<file path="src/hdl/radio_tuning_agc_defines.svh">
// register offsets, field positions, reset values and timing for the tuning/agc bank
`ifndef RADIO_TUNING_AGC_DEFINES_SVH
`define RADIO_TUNING_AGC_DEFINES_SVH

`define ADDR_W            10
`define OFS_AGC_CLK_DIV   10'h32F
`define OFS_FILT_OVR      10'h346
`define OFS_RC_CAL_HI     10'h34F
`define OFS_RC_CAL_LO     10'h350
`define OFS_ADC_IN_REF    10'h359
`define OFS_ADC_FILT_PWR  10'h35A
`define OFS_GAIN_ORDER    10'h35C
`define OFS_GAIN_MODE     10'h35D
`define OFS_GAIN_LOW      10'h35E
`define OFS_GAIN_HIGH     10'h35F
`define OFS_GAIN_READBACK 10'h360
`define OFS_ADC_READBACK  10'h361
`define OFS_FREQ_OFFSET   10'h372
`define OFS_BAND_VALUE    10'h3CB
`define OFS_BAND_ENABLE   10'h3CD

`define RST_AGC_CLK_DIV   8'h28
`define RST_FILT_OVR      8'h00
`define RST_ADC_IN_REF    8'h00
`define RST_ADC_FILT_PWR  8'h11
`define RST_GAIN_ORDER    8'h9C
`define RST_GAIN_MODE     8'h00
`define RST_GAIN_LOW      8'h37
`define RST_GAIN_HIGH     8'h69
`define RST_BAND_VALUE    8'h00
`define RST_BAND_ENABLE   8'h00

`define MASK_FILT_OVR     8'h7F
`define MASK_GAIN_MODE    8'h7F
`define MASK_BAND_ENABLE  8'h01

`define F_OVR_EN          0
`define F_ADC_PWR         4
`define F_ALLOW_XLOW      1
`define F_NO_MAX          0
`define F_BAND_EN         0

// agc tick: 26 MHz reference strobe divided by 16 x divider
`define AGC_PRESCALE      16
`define ADC_FILT_SHIFT    2
`define LNA_MAX           2'h2
`define MIX_MAX           2'h1
`define FLT_MAX           2'h2

`endif

</file>
<file path="src/hdl/radio_tuning_agc_pkg.sv">
// types shared by the tuning/agc register bank
package radio_tuning_agc_pkg;
  typedef enum logic [3:0] {
    AGC_FREE   = 4'h1,
    AGC_MANUAL = 4'h2,
    AGC_HOLD   = 4'h4,
    AGC_LOCK   = 4'h8
  } agc_op_t;
  typedef enum logic [1:0] {
    FILT_NONE     = 2'h0,
    FILT_ON_READ  = 2'h1,
    FILT_ON_TICK  = 2'h2,
    FILT_BOTH     = 2'h3
  } adc_filt_mode_t;
endpackage

</file>
<file path="src/hdl/gain_update_clock_divider.sv">
// agc update strobe: reference strobes divided by prescale x programmable divide
`timescale 1ns/1ps
`include "radio_tuning_agc_defines.svh"
module gain_update_clock_divider #(
  parameter int DIV_W = 8
) (
  // clock and reset
  input  wire logic             clk_sys,
  input  wire logic             sys_rst,
  // control
  input  wire logic             ref_tick,
  input  wire logic [DIV_W-1:0] divide,
  // strobe out
  output logic                  tick_r
);
  localparam int CNT_W = DIV_W + 4;
  logic [CNT_W-1:0] cnt_r;
  logic [CNT_W-1:0] cnt_nxt;
  logic [CNT_W-1:0] limit;
  logic             tick_nxt;

  always_comb begin
    limit    = CNT_W'(`AGC_PRESCALE) * {4'h0, divide};
    cnt_nxt  = cnt_r;
    tick_nxt = 1'b0;
    // divide of zero stops the agc clock rather than wrapping
    if (ref_tick && divide != '0) begin
      if (cnt_r >= limit - CNT_W'(1)) begin
        cnt_nxt  = '0;
        tick_nxt = 1'b1;
      end else begin
        cnt_nxt = cnt_r + CNT_W'(1);
      end
    end
  end

  always_ff @(posedge clk_sys) begin
    if (sys_rst) begin
      cnt_r  <= '0;
      tick_r <= 1'b0;
    end else begin
      cnt_r  <= cnt_nxt;
      tick_r <= tick_nxt;
    end
  end
endmodule // gain_update_clock_divider

</file>
<file path="src/hdl/adc_sample_filter.sv">
// first-order smoothing of the adc samples, stepped by the agc strobe
`timescale 1ns/1ps
`include "radio_tuning_agc_defines.svh"
module adc_sample_filter #(
  parameter int W = 8
) (
  // clock and reset
  input  wire logic         clk_sys,
  input  wire logic         sys_rst,
  // samples
  input  wire logic         step,
  input  wire logic [W-1:0] sample,
  // smoothed value
  output logic      [W-1:0] avg_r
);
  // extra fraction bits keep small steps from being lost
  logic [W+1:0] acc_r;
  logic [W+1:0] acc_nxt;

  always_comb begin
    acc_nxt = acc_r;
    if (step) begin
      acc_nxt = acc_r - (acc_r >> `ADC_FILT_SHIFT)
              + (W+2)'({2'b00, sample});
    end
  end

  always_ff @(posedge clk_sys) begin
    if (sys_rst) begin
      acc_r <= '0;
      avg_r <= '0;
    end else begin
      acc_r <= acc_nxt;
      avg_r <= acc_nxt[W+1:2];
    end
  end
endmodule // adc_sample_filter

</file>
<file path="src/hdl/radio_tuning_agc_register_bank.sv">
// tuning, adc and agc control register bank with the agc gain stepper
//
// Function
// - override enable set: six-bit override word replaces calibrated filter word
// - rc oscillator 16-bit cal result read as high and low bytes, taken live from rc_osc_cal_result
// - adc input select 0 rssi, 1 external, 2 temperature; reference level field
// - adc filter mode chooses raw or filtered loop and readback refresh
// - adc reference enable resets to one; zero powers reference down
// - three gain order fields for lna, mixer, filter reset to 2, 1, 3
// - extra low lna bit allows one more lower lna step
// - disallow max bit keeps agc off its highest overall gain
// - agc operation: free run, manual, hold, lock after preamble
// - frequency error byte is signed, one step per kHz
// - band override value replaces calibrated band only while enabled
// - agc clock is reference over sixteen times divide, divide resets to 40
// - band override enable bit turns the override on and off
//
// Added by the designer: the strobed register port.
`timescale 1ns/1ps
`include "radio_tuning_agc_defines.svh"
module radio_tuning_agc_register_bank #(
  parameter int DW = 8
) (
  // clock and reset
  input  wire logic              clk_sys,
  input  wire logic              sys_rst,
  // register port
  input  wire logic [`ADDR_W-1:0] reg_addr,
  input  wire logic [DW-1:0]     reg_wdata,
  input  wire logic              reg_wr,
  input  wire logic              reg_rd,
  output logic      [DW-1:0]     reg_rdata_r,
  // calibration and measurement inputs
  input  wire logic [5:0]        filter_cal_word_in,
  input  wire logic [15:0]       rc_osc_cal_result,
  input  wire logic [DW-1:0]     freq_error_in,
  input  wire logic [DW-1:0]     osc_band_cal_in,
  input  wire logic [DW-1:0]     adc_sample,
  input  wire logic              ref_tick,
  input  wire logic              preamble_detected,
  // analog control outputs
  output logic      [5:0]        filter_cal_word_r,
  output logic      [1:0]        adc_input_select_r,
  output logic      [1:0]        adc_reference_level_r,
  output logic                   adc_reference_power_enable_r,
  output logic      [DW-1:0]     osc_band_r,
  output logic      [1:0]        front_amp_gain_now_r,
  output logic                   front_amp_extra_low_r,
  output logic                   mixer_gain_now_r,
  output logic      [1:0]        filter_gain_now_r
);
  // software registers
  logic [DW-1:0] clk_div_r, filt_ovr_r, adc_in_ref_r, adc_filt_pwr_r;
  logic [DW-1:0] order_r, mode_r, low_r, high_r, band_val_r, band_en_r;
  logic [DW-1:0] clk_div_nxt, filt_ovr_nxt, adc_in_ref_nxt, adc_filt_pwr_nxt;
  logic [DW-1:0] order_nxt, mode_nxt, low_nxt, high_nxt, band_val_nxt, band_en_nxt;
  logic [DW-1:0] rdata_nxt;

  // agc and adc state
  logic [1:0]    lna_r, lna_nxt, flt_r, flt_nxt;
  logic          mix_r, mix_nxt, xlow_r, xlow_nxt;
  logic          locked_r, locked_nxt;
  logic [DW-1:0] adc_rb_r, adc_rb_nxt;
  logic [DW-1:0] adc_avg;
  logic          agc_tick;
  logic [DW-1:0] loop_level;
  logic [DW-1:0] rb_view;
  logic          rb_read;
  logic          up_req, dn_req;
  logic          at_max_next;
  logic [1:0]    up_sel, dn_sel;
  radio_tuning_agc_pkg::agc_op_t        op;
  radio_tuning_agc_pkg::adc_filt_mode_t fmode;

  gain_update_clock_divider #(
    .DIV_W (DW)
  ) u_div (
    .clk_sys (clk_sys),
    .sys_rst (sys_rst),
    .ref_tick(ref_tick),
    .divide  (clk_div_r),
    .tick_r  (agc_tick)
  );

  adc_sample_filter #(
    .W (DW)
  ) u_filt (
    .clk_sys(clk_sys),
    .sys_rst(sys_rst),
    .step   (agc_tick),
    .sample (adc_sample),
    .avg_r  (adc_avg)
  );

  // decode of mode fields
  always_comb begin
    unique case (mode_r[6:5])
      2'h0: op = radio_tuning_agc_pkg::AGC_FREE;
      2'h1: op = radio_tuning_agc_pkg::AGC_MANUAL;
      2'h2: op = radio_tuning_agc_pkg::AGC_HOLD;
      2'h3: op = radio_tuning_agc_pkg::AGC_LOCK;
    endcase
    fmode   = radio_tuning_agc_pkg::adc_filt_mode_t'(adc_filt_pwr_r[6:5]);
    rb_read = reg_rd && reg_addr == `OFS_ADC_READBACK;
  end

  // register writes
  always_comb begin
    clk_div_nxt      = clk_div_r;
    filt_ovr_nxt     = filt_ovr_r;
    adc_in_ref_nxt   = adc_in_ref_r;
    adc_filt_pwr_nxt = adc_filt_pwr_r;
    order_nxt        = order_r;
    mode_nxt         = mode_r;
    low_nxt          = low_r;
    high_nxt         = high_r;
    band_val_nxt     = band_val_r;
    band_en_nxt      = band_en_r;
    if (reg_wr) begin
      unique case (reg_addr)
        `OFS_AGC_CLK_DIV:  clk_div_nxt      = reg_wdata;
        `OFS_FILT_OVR:     filt_ovr_nxt     = reg_wdata & `MASK_FILT_OVR;
        `OFS_ADC_IN_REF:   adc_in_ref_nxt   = reg_wdata;
        `OFS_ADC_FILT_PWR: adc_filt_pwr_nxt = reg_wdata;
        `OFS_GAIN_ORDER:   order_nxt        = reg_wdata;
        `OFS_GAIN_MODE:    mode_nxt         = reg_wdata & `MASK_GAIN_MODE;
        `OFS_GAIN_LOW:     low_nxt          = reg_wdata;
        `OFS_GAIN_HIGH:    high_nxt         = reg_wdata;
        `OFS_BAND_VALUE:   band_val_nxt     = reg_wdata;
        `OFS_BAND_ENABLE:  band_en_nxt      = reg_wdata & `MASK_BAND_ENABLE;
        default: ;
      endcase
    end
  end

  // adc readback and the level the agc loop sees
  always_comb begin
    adc_rb_nxt = adc_rb_r;
    loop_level = adc_sample;
    unique case (fmode)
      radio_tuning_agc_pkg::FILT_NONE:    adc_rb_nxt = adc_sample;
      radio_tuning_agc_pkg::FILT_ON_READ: if (rb_read) adc_rb_nxt = adc_avg;
      radio_tuning_agc_pkg::FILT_ON_TICK: if (agc_tick) adc_rb_nxt = adc_avg;
      radio_tuning_agc_pkg::FILT_BOTH: begin
        adc_rb_nxt = adc_avg;
        loop_level = adc_avg;
      end
    endcase
    // mode 01 shows the value caught by the previous read
    rb_view = adc_rb_r;
  end

  // gain stepping: raise the stage with lowest order code first, lower the highest
  always_comb begin
    up_sel = 2'h3;
    dn_sel = 2'h3;
    // stages: 0 lna, 1 mixer, 2 filter; 3 means none can move
    for (int s = 0; s < 3; s++) begin
      logic [1:0] code_s, code_u, code_d;
      logic       can_up, can_dn;
      can_up = 1'b0;
      can_dn = 1'b0;
      code_s = order_r[7-2*s -: 2];
      code_u = (up_sel == 2'h3) ? 2'h3 : order_r[7-2*up_sel -: 2];
      code_d = (dn_sel == 2'h3) ? 2'h0 : order_r[7-2*dn_sel -: 2];
      unique case (s)
        0: begin
          can_up = xlow_r || lna_r < `LNA_MAX;
          can_dn = lna_r != 2'h0 || (order_r[`F_ALLOW_XLOW] && !xlow_r);
        end
        1: begin
          can_up = !mix_r;
          can_dn = mix_r;
        end
        default: begin
          can_up = flt_r < `FLT_MAX;
          can_dn = flt_r != 2'h0;
        end
      endcase
      if (can_up && (up_sel == 2'h3 || code_s <= code_u)) up_sel = 2'(s);
      if (can_dn && (dn_sel == 2'h3 || code_s >= code_d)) dn_sel = 2'(s);
    end
  end

  // agc gain state
  always_comb begin
    lna_nxt    = lna_r;
    mix_nxt    = mix_r;
    flt_nxt    = flt_r;
    xlow_nxt   = xlow_r;
    locked_nxt = locked_r;
    up_req     = loop_level < low_r;
    dn_req     = loop_level > high_r;
    // are all stages but the one a raise would pick already at full gain
    at_max_next = !xlow_r
      && (lna_r == `LNA_MAX || up_sel == 2'h0)
      && (mix_r || up_sel == 2'h1)
      && (flt_r == `FLT_MAX || up_sel == 2'h2);
    if (op != radio_tuning_agc_pkg::AGC_LOCK) begin
      locked_nxt = 1'b0;
    end else if (preamble_detected) begin
      locked_nxt = 1'b1;
    end
    unique case (op)
      radio_tuning_agc_pkg::AGC_MANUAL: begin
        lna_nxt  = mode_r[4:3];
        mix_nxt  = mode_r[2];
        flt_nxt  = mode_r[1:0];
        xlow_nxt = 1'b0;
      end
      radio_tuning_agc_pkg::AGC_HOLD: ;
      radio_tuning_agc_pkg::AGC_FREE, radio_tuning_agc_pkg::AGC_LOCK: begin
        if (agc_tick && !locked_r) begin
          if (up_req && up_sel != 2'h3
              && !(order_r[`F_NO_MAX] && at_max_next)) begin
            unique case (up_sel)
              2'h0: if (xlow_r) xlow_nxt = 1'b0;
                    else lna_nxt = lna_r + 2'h1;
              2'h1: mix_nxt = 1'b1;
              default: flt_nxt = flt_r + 2'h1;
            endcase
          end else if (dn_req && dn_sel != 2'h3) begin
            unique case (dn_sel)
              2'h0: if (lna_r == 2'h0) xlow_nxt = 1'b1;
                    else lna_nxt = lna_r - 2'h1;
              2'h1: mix_nxt = 1'b0;
              default: flt_nxt = flt_r - 2'h1;
            endcase
          end
        end
      end
    endcase
    // clearing the allow bit pulls the lna out of its extra low step
    if (!order_r[`F_ALLOW_XLOW]) xlow_nxt = 1'b0;
  end

  // read mux, answered in the next cycle only
  always_comb begin
    rdata_nxt = '0;
    if (reg_rd) begin
      unique case (reg_addr)
        `OFS_AGC_CLK_DIV:   rdata_nxt = clk_div_r;
        `OFS_FILT_OVR:      rdata_nxt = filt_ovr_r;
        `OFS_RC_CAL_HI:     rdata_nxt = rc_osc_cal_result[15:8];
        `OFS_RC_CAL_LO:     rdata_nxt = rc_osc_cal_result[7:0];
        `OFS_ADC_IN_REF:    rdata_nxt = adc_in_ref_r;
        `OFS_ADC_FILT_PWR:  rdata_nxt = adc_filt_pwr_r;
        `OFS_GAIN_ORDER:    rdata_nxt = order_r;
        `OFS_GAIN_MODE:     rdata_nxt = mode_r;
        `OFS_GAIN_LOW:      rdata_nxt = low_r;
        `OFS_GAIN_HIGH:     rdata_nxt = high_r;
        `OFS_GAIN_READBACK: rdata_nxt = {3'h0, lna_r, mix_r, flt_r};
        `OFS_ADC_READBACK:  rdata_nxt = rb_view;
        `OFS_FREQ_OFFSET:   rdata_nxt = freq_error_in;
        `OFS_BAND_VALUE:    rdata_nxt = band_val_r;
        `OFS_BAND_ENABLE:   rdata_nxt = band_en_r;
        default:            rdata_nxt = '0;
      endcase
    end
  end

  always_ff @(posedge clk_sys) begin
    if (sys_rst) begin
      clk_div_r      <= `RST_AGC_CLK_DIV;
      filt_ovr_r     <= `RST_FILT_OVR;
      adc_in_ref_r   <= `RST_ADC_IN_REF;
      adc_filt_pwr_r <= `RST_ADC_FILT_PWR;
      order_r        <= `RST_GAIN_ORDER;
      mode_r         <= `RST_GAIN_MODE;
      low_r          <= `RST_GAIN_LOW;
      high_r         <= `RST_GAIN_HIGH;
      band_val_r     <= `RST_BAND_VALUE;
      band_en_r      <= `RST_BAND_ENABLE;
      reg_rdata_r    <= '0;
      lna_r          <= 2'h0;
      mix_r          <= 1'b0;
      flt_r          <= 2'h0;
      xlow_r         <= 1'b0;
      locked_r       <= 1'b0;
      adc_rb_r       <= '0;
    end else begin
      clk_div_r      <= clk_div_nxt;
      filt_ovr_r     <= filt_ovr_nxt;
      adc_in_ref_r   <= adc_in_ref_nxt;
      adc_filt_pwr_r <= adc_filt_pwr_nxt;
      order_r        <= order_nxt;
      mode_r         <= mode_nxt;
      low_r          <= low_nxt;
      high_r         <= high_nxt;
      band_val_r     <= band_val_nxt;
      band_en_r      <= band_en_nxt;
      reg_rdata_r    <= rdata_nxt;
      lna_r          <= lna_nxt;
      mix_r          <= mix_nxt;
      flt_r          <= flt_nxt;
      xlow_r         <= xlow_nxt;
      locked_r       <= locked_nxt;
      adc_rb_r       <= adc_rb_nxt;
    end
  end

  // analog control outputs, registered one cycle after their source
  always_ff @(posedge clk_sys) begin
    if (sys_rst) begin
      filter_cal_word_r            <= 6'h00;
      adc_input_select_r           <= 2'h0;
      adc_reference_level_r        <= 2'h0;
      adc_reference_power_enable_r <= 1'b1;
      osc_band_r                   <= '0;
      front_amp_gain_now_r         <= 2'h0;
      front_amp_extra_low_r        <= 1'b0;
      mixer_gain_now_r             <= 1'b0;
      filter_gain_now_r            <= 2'h0;
    end else begin
      filter_cal_word_r            <= filt_ovr_r[`F_OVR_EN] ? filt_ovr_r[6:1]
                                                            : filter_cal_word_in;
      adc_input_select_r           <= adc_in_ref_r[3:2];
      adc_reference_level_r        <= adc_in_ref_r[1:0];
      adc_reference_power_enable_r <= adc_filt_pwr_r[`F_ADC_PWR];
      osc_band_r                   <= band_en_r[`F_BAND_EN] ? band_val_r
                                                            : osc_band_cal_in;
      front_amp_gain_now_r         <= lna_r;
      front_amp_extra_low_r        <= xlow_r;
      mixer_gain_now_r             <= mix_r;
      filter_gain_now_r            <= flt_r;
    end
  end
endmodule // radio_tuning_agc_register_bank

</file>
<file path="config.mk">
export PLATFORM = sky130hd
export DESIGN_NAME = radio_tuning_agc_register_bank
export DESIGN_NICKNAME = d
export VERILOG_FILES = /design/src/hdl/radio_tuning_agc_pkg.sv /design/src/hdl/gain_update_clock_divider.sv /design/src/hdl/adc_sample_filter.sv /design/src/hdl/radio_tuning_agc_register_bank.sv
export VERILOG_INCLUDE_DIRS = /design/src /design/src/hdl
export SDC_FILE = /design/constraint.sdc
export NUM_CORES = 1
export LEC_CHECK = 0
export BUFFER_PORTS_ARGS = -buffer_cell sky130_fd_sc_hd__buf_2
export CAP_MARGIN = 20
export CORE_MARGIN = 4
export CORE_UTILIZATION = 50
export DETAILED_ROUTE_END_ITERATION = 8
export GPL_TIMING_DRIVEN = 0
export PLACE_DENSITY_LB_ADDON = 0.25
export RECOVER_POWER = 25
export SLEW_MARGIN = 20
export SYNTH_ARGS = -nofsm -noshare
export SYNTH_HDL_FRONTEND = slang
export SYNTH_SLANG_ARGS = --single-unit
</file>
<file path="constraint.sdc">
create_clock -name clk_sys -period 9.6 [get_ports clk_sys]
set_clock_uncertainty 0.2 [all_clocks]
set_input_delay 0.96 -clock clk_sys [delete_from_list [all_inputs] [get_ports clk_sys]]
set_output_delay 0.96 -clock clk_sys [all_outputs]
set_load 0.02 [all_outputs]
</file>
==> summary.md <==
| Metric | Value |
|---|---|
| Die Wd | `136 µm` |
| Mapped Cells | `about 1000` |
| Total gr overflow | `0` |
| Slowest cell on crit path | `or3_1` |
| Synth Flop Type | `dfxtp_1` |
| PnR Total Power | `around 1.5 mW` |
| Worst Tran Pin Value | `around 1100 ps` |
| Setup bufs post-CTS | `0` |
| Die Ht | `~140 µm` |
| Final Instance Count excl. Fillers | `1320` |
| Combinational family with the most area after synthesis | `simple AND/OR/NAND/NOR gates` |
| Gate power share | `8.9%` |
| Crit path cell chain | `buf_6, nor2b_4, or2_2, ha_1, nand2_1, o21ai_0, or2_2, nand2_1, o32ai_1, ha_1, and2b_1, a2bb2oi_2, mux2i_1, a211oi_4, or3_1, a31oi_1, mux2_2` |
| RSZ-0062 raised after global routing | `no` |
| Worst path max stage delay | `420 ps` |
| DR vias/cell | `5.96` |
| Critical Path Start | `lna_r[1]` |
| Final Hold Fails | `0` |
| Crit path to | `lna_r[1]` |
| Final worst path period share | `45.9%` |
| Worst setup path category | `reg -> reg` |
| Port bufs | `94` |
| Via count | `7866` |
| Clock H-tree levels | `4` |
| Clock network power share | `51.5%` |
| Ports | `103` |
| Crit path capture type | `flip-flop` |
| HPWL after detailed placement | `20.3 mm` |
| WP data arrival | `4530 ps` |
| DRC viols | `0` |
| Max-Cap Viols | `0` |
| GRT Overall Usage | `29.3%` |
| Pwr dens | `between 150 and 200 nW/µm²` |
| Worst reg2reg setup slack | `about 5200 ps` |
| Final setup fails | `0` |
| Area growth from synthesis to layout | `17.1%` |
| WP data required | `just under 10000 ps` |
| Worst Hold Path Cells | `2` |
| CTS Hold Bufs | `0` |
| Core Region | `between 15000 and 20000 µm²` |
| Register area share after synthesis | `a little over a third` |
| Place WS | `between 5000 and 6000 ps` |
| Post-synthesis xor/xnor area fraction | `a little under 3%` |
| Worst min-delay path class | `reg -> reg` |
| Leakage power figure | `just under 4 nW` |
| Total wire length | `26.8 mm` |
| Reg2reg path depth | `17` |
| WHS | `263 ps` |
| Clk_lat worst skew | `430 ps` |
| Clk sinks | `142` |
| Asr flop ratio synth | `0%` |
| Vias in the first global route | `7397` |
| Clk root buf | `clkbuf_16` |
| GPL Wtd Cong | `1.03` |
| Crit-path max FO | `10` |
| Post-Synth Adder-Cell Area | `9.19%` |
| Cell row count | `46` |
| CTS tree | `yes` |
| Routed Antenna Nets | `0` |
| Critical R2R Capture | `lna_r[1]` |
| Net switching power | `0.362 mW` |
| Total of cells resized after clock tree synthesis | `0` |
| Syn avg cell area | `8.33 µm²` |
| Global-route wire length before repair | `~41 mm` |
| N_diodes | `0` |
| Placed cell count | `1288` |
| Outcome | `finished, final reports clean` |
| Starting Density | `51.1%` |
| Cell variety after synth | `83` |
| Fmax | `0.227 GHz` |
| Num CTS Buffers | `17` |
| Fin. max-slew vios | `0` |
| Drt first pass iters | `5` |
| Post-synthesis mux area share | `7.27%` |
| Pint | `1.16 mW` |
| Mean routed wirelength per cell | `20.3 µm` |
| Sequential share of power | `39.6%` |
| Sw frac | `23.8%` |
| Syn_nets | `~1100` |
| Simple-gate share of the synthesized area | `approximately a fifth` |
| Compound-Gate Fraction of Synth Area | `19.1%` |
| Worst vdd ir | `roughly 0.13 mV` |
| Yosys reg bits | `142` |
| Largest net degree at the start of global routing | `17` |
| Final Critical Period | `4410 ps` |
| Layout net count | `1216` |
| Crit start category | `flip-flop` |
| CTS Buffer Depth | `2` |
| Share of layout cells above drive strength 1 | `a little under an eighth` |
| Mapped cell area | `8140 µm²` |
| Yosys warning count | `0` |
| Initial antenna violation count | `0` |
| CTS clk-pin slew, worst paths | `60 ps` |
| R2r startpoint | `lna_r[1]` |
| Die footprint | `approximately 18000 µm²` |
| Setup TNS | `0 ps` |
| Worst setup margin | `5190 ps` |
| Max_slew headroom | `23.5%` |
| Starting DRC count in detailed routing | `roughly 950` |
| Number of flops mapped to enable cells by yosys | `0` |
-- sequential cells by signal, indices dropped and copies added (netlist names), 7 cells and up --
signal	cells
reg_rdata_r	8
order_r	8
mode_r	7
u_div.cnt_r	12
clk_div_r	8
high_r	8
adc_filt_pwr_r	8
osc_band_r	8
filt_ovr_r	7
adc_rb_r	8
band_val_r	8
adc_in_ref_r	8
u_filt.acc_r	10
low_r	8
-- cells in the mapped netlist, drive strengths merged (15+ instances only) --
master / n / area (µm²)
a21oi: 59 / 299
a22oi: 19 / 143
clkbuf: 41 / 154
dfxtp: 142 / 2840
ha: 47 / 588
inv: 78 / 293
mux2i: 49 / 490
nand2: 90 / 340
nand3: 42 / 210
nor2: 113 / 429
nor2b: 15 / 101
o21ai: 34 / 174
xnor2: 15 / 131
-- power groups by stage --
stage	Combinational (mW)	Clock (mW)	Sequential [mW]
floorplan	0.0776	0	0.617
global placement	0.132	0	0.614
detailed placement	0.133	0	0.614
CTS	0.134	0.785	0.602
global route	0.147	0.814	0.602
finish	0.136	0.784	0.602
-- cell usage in the layout (no fill, tap or decap), drive strengths merged, types with 6 or more instances in the layout --
master and instances:
and2 11, o22ai 9, a22o 7, nor3 13
a211oi 8, a221oi 10, a22oi 19, a311oi 10
bufinv 7, a21oi 59, inv 80, xnor2 15
dfxtp 142, nand2 90, and3 9, buf 73
a211o 6, nor2b 15, xor2 12, or2 6
mux2 7, nor2 113, a31oi 11, nand2b 6
clkbuf 92, o211ai 7, ha 47, nand4 13
o21ai 34, mux2i 49, nand3 42, a21o 9
fa 8
-- logic make-up after synthesis --
| logic type | after synthesis |
|---|---|
| AO/OA/AOI/OAI | 225 |
| XOR/XNOR | 27 |
| adder cells (fa/ha/maj) | 55 |
| buffers and inverters | 131 |
| flip-flops | 142 |
| multiplexers | 57 |
| AND/OR/NAND/NOR | 341 |
-- how the worst min path moves through the flow --
stage                           start           endpoint
floorplan           adc_filt_pwr_r[7]  adc_filt_pwr_r[7]
global placement      adc_in_ref_r[4]    adc_in_ref_r[4]
detailed placement    adc_in_ref_r[7]    adc_in_ref_r[7]
CTS                   adc_in_ref_r[7]    adc_in_ref_r[7]
global route            filt_ovr_r[1]      filt_ovr_r[1]
finish                adc_in_ref_r[7]    adc_in_ref_r[7]
-- final cells by class --
class	count	area, µm²
Timing Repair Buffer	94	429
Inverter	78	293
Tap cell	216	270
Clock buffer	18	429
Buffer	53	220
Fill cell	1470	6410
Clock inverter	14	263
Multi-Input combinational cell	705	4790
Sequential cell	142	2840
-- layer usage --
layer  global-route usage, %  vias up  wire length, µm
met3                    5.98       87             2360
met1                    39.2     3697            11200
met2                    45.8      401            12100
li1                        -     3681                -
met5                       0        -                0
met4                    13.3        0             1250
-- critical path, delay by kind of cell (launching register included) --
kind / cells / cell delay [ps]
AO/OA/AOI/OAI: 5 / 780
adder cells (fa/ha/maj): 2 / 600
buffers and inverters: 1 / 140
flip-flops: 1 / 300
multiplexers: 2 / 740
AND/OR/NAND/NOR: 7 / 1520
-- through the flow --
step           cell area [µm²]  utilization, %
2_1_floorplan             8140               -
6_report                  9540            59.8
4_1_cts                   9580            60.1
3_3_place_gp              8880            55.7
3_5_place_dp              8880            55.7
5_1_grt                   9540            59.8
Power figures use the tool's default switching activity.
